File: config.mk
export PLATFORM = sky130hd
export DESIGN_NAME = bclr_regs
export DESIGN_NICKNAME = d
export VERILOG_FILES = /design/src/hw/bclr_down_timer.v /design/src/hw/bclr_regs.v /design/src/hw/bclr_tick_gen.v
export VERILOG_INCLUDE_DIRS = /design/src /design/src/hw
export SDC_FILE = /design/constraint.sdc
export NUM_CORES = 1
export LEC_CHECK = 0
export ABC_CLOCK_PERIOD_IN_PS = 6400
export CAP_MARGIN = 10
export CORE_UTILIZATION = 52
export DETAILED_ROUTE_END_ITERATION = 6
export DONT_BUFFER_PORTS = 1
export PLACE_DENSITY = 0.67
export SYNTH_ARGS = -nofsm -noshare
export SYNTH_HDL_FRONTEND = slang
export SYNTH_HIERARCHICAL = 1
export SYNTH_SLANG_ARGS = --single-unit
File: constraint.sdc
create_clock -name clk -period 6.4 [get_ports clk]
set_input_delay 0.32 -clock clk [delete_from_list [all_inputs] [get_ports clk]]
set_output_delay 0.32 -clock clk [all_outputs]
set_load 0.01 [all_outputs]
File: src/hw/bclr_map.vh
// Register offsets, field positions, reset values and timing counts
`ifndef BCLR_MAP_VH
`define BCLR_MAP_VH
// ------------------------------------------------------------
// Register offsets
// ------------------------------------------------------------
`define BCLR_OFS_LIST_BASE 16'h0033
`define BCLR_OFS_LIST_PTR 16'h0034
`define BCLR_OFS_FRAME_TIME 16'h0035
`define BCLR_OFS_NEXT_MSG 16'h0036
`define BCLR_OFS_COND_CODE 16'h0037
// ------------------------------------------------------------
// Field positions and reset values
// ------------------------------------------------------------
`define BCLR_CC_RUN_BIT 15
`define BCLR_CC_RETRY_HI 14
`define BCLR_CC_RETRY_LO 13
`define BCLR_CC_MESSAGE_FAILED_FLAG_BIT 12
`define BCLR_CC_RESULT_HI 11
`define BCLR_CC_RESULT_LO 8
`define BCLR_CFG_GO_BIT 13
`define BCLR_CFG_ENABLE_BIT 12
`define BCLR_RESET_VALUE 16'h0000
`define BCLR_FLAG_MODE_SET 2'h1
`define BCLR_FLAG_MODE_CLEAR 2'h2
`define BCLR_FLAG_MODE_TOGGLE 2'h3
// ------------------------------------------------------------
// Timing
// ------------------------------------------------------------
`define BCLR_CLK_HZ 50000000
`define BCLR_FRAME_TICK_US 100
`define BCLR_MSG_TICK_US 1
`define BCLR_FRAME_TICK_CYC (`BCLR_CLK_HZ / 1000000 * `BCLR_FRAME_TICK_US)
`define BCLR_MSG_TICK_CYC (`BCLR_CLK_HZ / 1000000 * `BCLR_MSG_TICK_US)
`endif

File: src/hw/bclr_down_timer.v
// Sixteen-bit loadable down counter that holds at zero
module bclr_down_timer (
   input wire clk,          // System clock
   input wire reset,        // Synchronous reset
   input wire clkEn,        // Clock enable
   input wire load,         // Load strobe
   input wire [15:0] value, // Load value
   input wire run,          // Counting allowed
   input wire tick,         // Decrement pulse
   output reg [15:0] count  // Present count
);
   always @(posedge clk) begin
      if (reset) begin
         count <= 16'h0000;
      end else if (clkEn) begin
         if (load) begin
            count <= value;
         end else if (run && tick && (count != 16'h0000)) begin
            count <= count - 16'h0001;
         end
      end
   end
endmodule

File: src/hw/bclr_regs.v
// Bus controller instruction list and condition code register bank
`include "bclr_map.vh"

module bclr_regs (
   input wire clk,                   // System clock
   input wire reset,                 // Synchronous master reset
   input wire clkEn,                 // Clock enable
   input wire [15:0] hostAddr,       // Register address
   input wire [15:0] hostWrData,     // Write data
   input wire hostWrite,             // Write strobe
   input wire hostRead,              // Read strobe
   output reg [15:0] hostRdData,     // Read data
   output wire hostRdValid,          // Read data valid
   input wire [15:0] masterConfig,   // Master configuration register value
   input wire controllerEnablePin,   // Enable pin from outside
   input wire opDone,                // Opcode and outcome evaluation finished
   input wire loadFrameTimerOp,      // Load frame timer opcode executes
   input wire startFrameTimerOp,     // Start frame timer opcode executes
   input wire [15:0] opParam,        // Parameter word of executing opcode
   input wire flagUpdateOp,          // Flag opcode executes
   input wire [1:0] flagOpMode,      // Flag opcode mode
   input wire [7:0] flagOpMask,      // Flag opcode bit mask
   input wire compareFrameTimerOp,   // Compare to frame timer executes
   input wire compareMessageTimerOp, // Compare to message timer executes
   input wire [15:0] compareValue,   // Compare opcode reference value
   input wire haltOp,                // Halt opcode executes
   input wire illegalOp,             // Illegal opcode executes
   input wire midSyncCross,          // Mid-sync zero crossing of a message
   input wire [15:0] blockWord4,     // Word four of message block
   input wire msgDone,               // Message finished, results valid
   input wire [1:0] msgRetries,      // Retry count of last message
   input wire msgError,              // Last message error
   input wire msgNoResponse,         // Last message no response
   input wire [3:0] msgResultBits,   // Other last message result bits
   output reg [15:0] listPointer,    // Instruction list pointer
   output wire controllerRunning,    // Controller running status
   output reg illegalOpcodeInterrupt,// Trap interrupt pulse
   output wire [15:0] frameTime,     // Frame time remaining
   output wire [15:0] nextMsgTime    // Time to next message
);
   // ------------------------------------------------------------
   // Pin synchroniser and register state
   // ------------------------------------------------------------
   reg [2:0] enSync_reg;
   reg enPinStable_reg;
   reg [15:0] listBase_reg;
   reg [15:0] condCode_reg;
   reg [15:0] condCode_next;
   reg frameRun_reg;
   reg goPrev_reg;
   wire frameTick;
   wire msgTick;
   wire frameHostLoad;
   wire frameLoad;
   wire [15:0] frameLoadValue;
   wire goRise;
   wire enableOk;
   wire wrListBase;
   wire wrFlagReg;
   wire ptrStep;
   wire runClear;
   wire runSet;

   function [7:0] flagApply;
      input [7:0] cur;
      input [1:0] mode;
      input [7:0] mask;
      begin
         case (mode)
            `BCLR_FLAG_MODE_SET: flagApply = cur | mask;
            `BCLR_FLAG_MODE_CLEAR: flagApply = cur & ~mask;
            `BCLR_FLAG_MODE_TOGGLE: flagApply = cur ^ mask;
            default: flagApply = cur;
         endcase
      end
   endfunction

   function addrHit;
      input [15:0] addr;
      input [15:0] ofs;
      begin
         addrHit = (addr == ofs);
      end
   endfunction

   // Enable pin is asynchronous: accepted once the last two stages agree
   always @(posedge clk) begin
      if (reset) begin
         enSync_reg <= 3'h0;
         enPinStable_reg <= 1'b0;
      end else if (clkEn) begin
         enSync_reg <= {enSync_reg[1:0], controllerEnablePin};
         if (enSync_reg[2] == enSync_reg[1]) begin
            enPinStable_reg <= enSync_reg[2];
         end
      end
   end

   // ------------------------------------------------------------
   // Host write decode
   // ------------------------------------------------------------
   // Writes to the pointer and message timer addresses are ignored
   // Base register write
   assign wrListBase = hostWrite && addrHit(hostAddr, `BCLR_OFS_LIST_BASE);
   assign wrFlagReg = hostWrite && addrHit(hostAddr, `BCLR_OFS_COND_CODE);

   // ------------------------------------------------------------
   // Timebases and timers
   // ------------------------------------------------------------
   // Frame and message timebases, free running from reset
   bclr_tick_gen #(.PERIOD(`BCLR_FRAME_TICK_CYC)) frameTickGen (
      .clk(clk),
      .reset(reset),
      .clkEn(clkEn),
      .tick(frameTick)
   );

   bclr_tick_gen #(.PERIOD(`BCLR_MSG_TICK_CYC)) msgTickGen (
      .clk(clk),
      .reset(reset),
      .clkEn(clkEn),
      .tick(msgTick)
   );

   // ------------------------------------------------------------
   // Frame timer
   // ------------------------------------------------------------
   // Ticks run free, so the first decrement lands within one period
   assign frameHostLoad = hostWrite && addrHit(hostAddr, `BCLR_OFS_FRAME_TIME);
   assign frameLoad = loadFrameTimerOp || frameHostLoad;
   assign frameLoadValue = loadFrameTimerOp ? opParam : hostWrData;

   bclr_down_timer frameTimer (
      .clk(clk),
      .reset(reset),
      .clkEn(clkEn),
      .load(frameLoad),
      .value(frameLoadValue),
      .run(frameRun_reg),
      .tick(frameTick),
      .count(frameTime)
   );

   // Reload takes priority over a tick in the same cycle
   // Per-message load
   bclr_down_timer msgTimer (
      .clk(clk),
      .reset(reset),
      .clkEn(clkEn),
      .load(midSyncCross),
      .value(blockWord4),
      .run(1'b1),
      .tick(msgTick),
      .count(nextMsgTime)
   );

   // ------------------------------------------------------------
   // Frame count control
   // ------------------------------------------------------------
   // A load opcode stops counting until the next start opcode; a host write reload does not
   // Start frame count
   always @(posedge clk) begin
      if (reset) begin
         frameRun_reg <= 1'b0;
      end else if (clkEn) begin
         if (startFrameTimerOp) begin
            frameRun_reg <= 1'b1;
         end else if (loadFrameTimerOp) begin
            frameRun_reg <= 1'b0;
         end
      end
   end

   // ------------------------------------------------------------
   // Start, run status and pointer
   // ------------------------------------------------------------
   assign enableOk = enPinStable_reg && masterConfig[`BCLR_CFG_ENABLE_BIT];
   assign goRise = masterConfig[`BCLR_CFG_GO_BIT] && !goPrev_reg && enableOk;
   assign controllerRunning = condCode_reg[`BCLR_CC_RUN_BIT];

   assign ptrStep = opDone && controllerRunning;

   // Go history; a go level left high never restarts the list
   always @(posedge clk) begin
      if (reset) begin
         goPrev_reg <= 1'b0;
      end else if (clkEn) begin
         goPrev_reg <= masterConfig[`BCLR_CFG_GO_BIT];
      end
   end

   always @(posedge clk) begin
      if (reset) begin
         listBase_reg <= `BCLR_RESET_VALUE;
      end else if (clkEn && wrListBase) begin
         listBase_reg <= hostWrData;
      end
   end

   // Pointer holds while stopped and after a halt
   always @(posedge clk) begin
      if (reset) begin
         listPointer <= `BCLR_RESET_VALUE;
      end else if (clkEn) begin
         if (goRise) begin
            listPointer <= listBase_reg;
         end else if (ptrStep) begin
            listPointer <= listPointer + 16'h0002;
         end
      end
   end

   // ------------------------------------------------------------
   // Trap pulse
   // ------------------------------------------------------------
   // Trap pulse
   always @(posedge clk) begin
      if (reset) begin
         illegalOpcodeInterrupt <= 1'b0;
      end else if (clkEn) begin
         illegalOpcodeInterrupt <= illegalOp;
      end
   end

   // ------------------------------------------------------------
   // Condition codes
   // ------------------------------------------------------------
   // Run clear causes
   assign runClear = !enableOk || haltOp || illegalOp;
   assign runSet = goRise;

   // Later sources win: host flags, then flag opcode, then compares
   always @* begin
      condCode_next = condCode_reg;
      // Clear wins over a simultaneous go
      if (runClear) begin
         condCode_next[`BCLR_CC_RUN_BIT] = 1'b0;
      end else if (runSet) begin
         condCode_next[`BCLR_CC_RUN_BIT] = 1'b1;
      end
      // Results change only when a message finishes
      // Message results
      if (msgDone) begin
         condCode_next[`BCLR_CC_RETRY_HI:`BCLR_CC_RETRY_LO] = msgRetries;
         condCode_next[`BCLR_CC_MESSAGE_FAILED_FLAG_BIT] = msgError || msgNoResponse;
         condCode_next[`BCLR_CC_RESULT_HI:`BCLR_CC_RESULT_LO] = msgResultBits;
      end
      if (wrFlagReg) begin
         condCode_next[7:0] = flagApply(condCode_next[7:0], hostWrData[9:8],
                                        hostWrData[7:0]);
      end
      if (flagUpdateOp) begin
         condCode_next[7:0] = flagApply(condCode_next[7:0], flagOpMode, flagOpMask);
      end
      // Bit one means timer below value, bit zero means equal
      // Compare opcodes
      if (compareFrameTimerOp) begin
         condCode_next[1] = frameTime < compareValue;
         condCode_next[0] = frameTime == compareValue;
      end else if (compareMessageTimerOp) begin
         condCode_next[1] = nextMsgTime < compareValue;
         condCode_next[0] = nextMsgTime == compareValue;
      end
   end

   // Status bits change by hardware events, host flag writes to bits 7:0, and reset
   // Reset clear
   always @(posedge clk) begin
      if (reset) begin
         condCode_reg <= `BCLR_RESET_VALUE;
      end else if (clkEn) begin
         condCode_reg <= condCode_next;
      end
   end

   // ------------------------------------------------------------
   // Host read path
   // ------------------------------------------------------------
   reg rdValid_reg;
   reg [15:0] rdData_next;
   assign hostRdValid = rdValid_reg;

   // Condition codes read back here
   // Unmapped addresses read as zero
   always @* begin
      case (hostAddr)
         `BCLR_OFS_LIST_BASE: rdData_next = listBase_reg;
         `BCLR_OFS_LIST_PTR: rdData_next = listPointer;
         `BCLR_OFS_FRAME_TIME: rdData_next = frameTime;
         `BCLR_OFS_NEXT_MSG: rdData_next = nextMsgTime;
         `BCLR_OFS_COND_CODE: rdData_next = condCode_reg;
         default: rdData_next = 16'h0000;
      endcase
   end

   // Read data stands until the next read
   always @(posedge clk) begin
      if (reset) begin
         hostRdData <= 16'h0000;
         rdValid_reg <= 1'b0;
      end else if (clkEn) begin
         rdValid_reg <= hostRead;
         if (hostRead) begin
            hostRdData <= rdData_next;
         end
      end
   end
endmodule

File: src/hw/bclr_tick_gen.v
// Free-running tick generator producing a one-cycle pulse every PERIOD cycles
module bclr_tick_gen #(
   parameter PERIOD = 50
) (
   input wire clk,       // System clock
   input wire reset,     // Synchronous reset
   input wire clkEn,     // Clock enable
   output wire tick      // One-cycle pulse
);
   reg [12:0] count_reg;
   assign tick = clkEn && (count_reg == PERIOD - 1);
   always @(posedge clk) begin
      if (reset) begin
         count_reg <= 13'h0000;
      end else if (clkEn) begin
         if (tick) begin
            count_reg <= 13'h0000;
         end else begin
            count_reg <= count_reg + 13'h0001;
         end
      end
   end
endmodule

==> results.md <==
- Status: complete, no violations
- Global route total overflow: 0
- Synth Cell Area: a little under 9000 um^2
- Worst Tran Pin Value: 1196 ps
- Die Ht: 132.5 um
- Final wirelength: roughly 26,000 um
- Max-slew violation count: 0
- Clk_lat worst skew: 430 ps
- Synth top area cells: dfxtp_1, ha_1, a21oi_1, nand2_1, nor2_1
- Worst-path fanout max: 48
- Fin nets: between 1k and 1.5k
- First-pass GRT wire length: 40,170 um
- Routed WL per cell: around 20 um
- Leak Pwr: 3.688 nW
- Fin Hold WS: 34.15 ps
- CP max-delay cell: a211oi_4
- CP endpoint kind: flop
- Vias in the first global route: 7,346
- Commonest cells in the synthesized netlist: dfxtp_1, nand2_1, a21oi_1
- Setup-failing EPs final: 0
- CP arrival: 4030 ps
- CTS root buf: clkbuf_16
- CTS Buf Count: 17
- Crit path kind: input port to flop
- Tot GR Track Use: 29.13%
- Min Tclk post-route: between 3000 and 4000 ps
- EDFF count, synth: 0
- Cells after synthesis: roughly 1.1k
- Worst-path clk slew: around 60 ps
- Cell area power density: approximately 250 nW/um^2
- Critical Path Max Stage Delay: 700 ps
- Initial drt markers: 555
- Multi-input logic area: 5643 um^2
- Post-synth top flop: dfxtp_1
- Initial antenna violation count: 0
- Final period util: 57.92%
- Top-count cell post-synth: dfxtp_1
- CTS tree: done
- Share of layout cells above drive strength 1: between 9 and 10%
- Fin Clk Skew: 6.911 ps
- Placed insts: 1,265
- Sequential area share after synthesis: 29.40%
- Ys Warns: 6
- Die Wd: 132.5 um
- Cell area after placement: 8825 um^2
- Crit path cell chain: or4_1 > or4_4 > nor4b_4 > buf_4 > a21o_2 > a21oi_1 > a211oi_4 > o21ai_1 > a31o_1
- Clock Path Buffers: 2
- CTS Sinks: 130
- Relative slew slack: 20.04%
- # fillers: approximately 1.6k
- #FFs+latches synth: 130
- Dpl hpwl: 18,760 um
- Synth cell types: 85
- Port-buffer cells: 0
- Cell Count, Final, Fillers Out: between 1k and 1.5k
- Total negative slack: 0 ps
- Register Area: 2603 um^2
- Post-synth top area cell: dfxtp_1
- Syn_nets: 1,300
- Ports: 197
- Synth top area share: 29.40%
- CP Launch Point: hostAddr[11]
- FF-to-FF Start: frameTickGen/count_reg[3]
- Asr flop ratio synth: 0%
- Final Hold Viols: 0
- Unrepaired setup endpoints after global routing: false
- Core Area: 16,580 um^2
- Critical Path Start Type: input port
- Maxcap violations: 0
- Hold path start: hostWrData[0]
- Area grow syn2layout: 7.647%
- H-tree Lvls: 4
- Die ar.: roughly 18,000 um^2
- Post-cts resize count: 0
- GPL Wtd Cong: 0.8708
- Peak VDD IR: 0.0001745 V
- DRC: 0
- Post-DRT Antenna Nets: 0
- Drt first pass iters: 6
- Rows: 47
- Post-route cell area: ~9500 um^2
- Mean Syn Cell Area: 8.047 um^2
- Buf+Inv Stages, Crit Path: 1
- Fmax achieved: approximately 270 MHz
- Starting density of the core: 53.38%
- Critical path's top delay family: compound AO/OA/AOI/OAI gates
- Post CTS Setup Buffer Count: 0
- Largest net degree at the start of global routing: 81
- Ant diodes: 0
- Via count: 8,095
- Min-Delay Path Class: input port to flop
- Vias/cell: 6.227
- Worst Path Required: 6720 ps
metal layers:
metal	GRT usage [%]	vias up	wire, um	share of wire (%)
met5	0	-	0	0
met4	10.86	0	777	3.0
met3	9.272	49	2152	8.3
met2	47.49	329	11850	46
met1	35.84	3792	11080	43
li1	-	3925	-	-
metrics by stage:
stage	setup WS (ps)	power, mW	utilization [%]
6_report	2693	2.349	57.46
3_5_place_dp	2311	1.255	53.21
2_1_floorplan	3157	1.211	-
3_3_place_gp	2381	1.248	53.21
5_1_grt	2472	2.446	57.46
4_1_cts	2756	2.350	57.34
worst paths after layout:
kind / end / slack, ps / cells past startpoint
setup reg to reg: frameTimer/count[13] / 3520 / 7
setup / recovery: frameTimer/count[13] / 2690 / 9
hold reg to reg: enPinStable_reg / 470 / 2
hold / removal: listBase_reg[0] / 30 / 2
power by group:
part           leakage (nW)  switching, mW  total, mW  internal [mW]
registers              1.06         0.0671      0.909          0.842
clock network         0.314          0.398       1.09          0.696
logic                  2.32          0.202      0.347          0.145
area by class of cell:
class	count	share of cell area (%)
Clock buffer	17	4.464
Multi-Input combinational cell	839	59.22
Timing Repair Buffer	8	0.8929
Inverter	71	2.797
Clock inverter	15	2.429
Tap cell	220	2.889
Sequential cell	130	27.31
layout by cell type, fill, tap and decap left out, types with 7 or more instances in the layout:
master and instances:
a211oi_1 9, a21o_1 11, a21oi_1 90, a22o_1 8, a22oi_1 21, a31oi_1 27
and3_1 9, clkbuf_16 17, dfxtp_1 130, ha_1 70, inv_1 70, mux2_2 8
mux2i_1 31, nand2_1 112, nand2b_1 22, nand3_1 22, nand4_1 20, nor2_1 88
nor2_2 10, nor3_1 22, o211ai_1 7, o21ai_0 66, o21ai_1 20, or3_1 9
xnor2_1 11, xor2_1 11
what timing repair did:
action / in CTS / in global routing
hold endpoints to repair: 80 / 1
hold buffers: 1 / 2
endpoints found under the setup margin: 0 / 0
cells by family (layout without fill, tap and decap cells):
family / count (synthesis) / after routing / share of synthesized area, %
AO/OA/AOI/OAI: 324 / 324 / 23.77
XOR/XNOR: 22 / 22 / 2.177
adder cells (fa/ha/maj): 70 / 70 / 9.894
buffers and inverters: 131 / 111 / 6.926
flip-flops: 130 / 130 / 29.40
multiplexers: 39 / 39 / 4.523
other: 1 / 1 / 0.04236
AND/OR/NAND/NOR: 383 / 383 / 23.26
No activity file was read; power rests on OpenSTA's default activity.
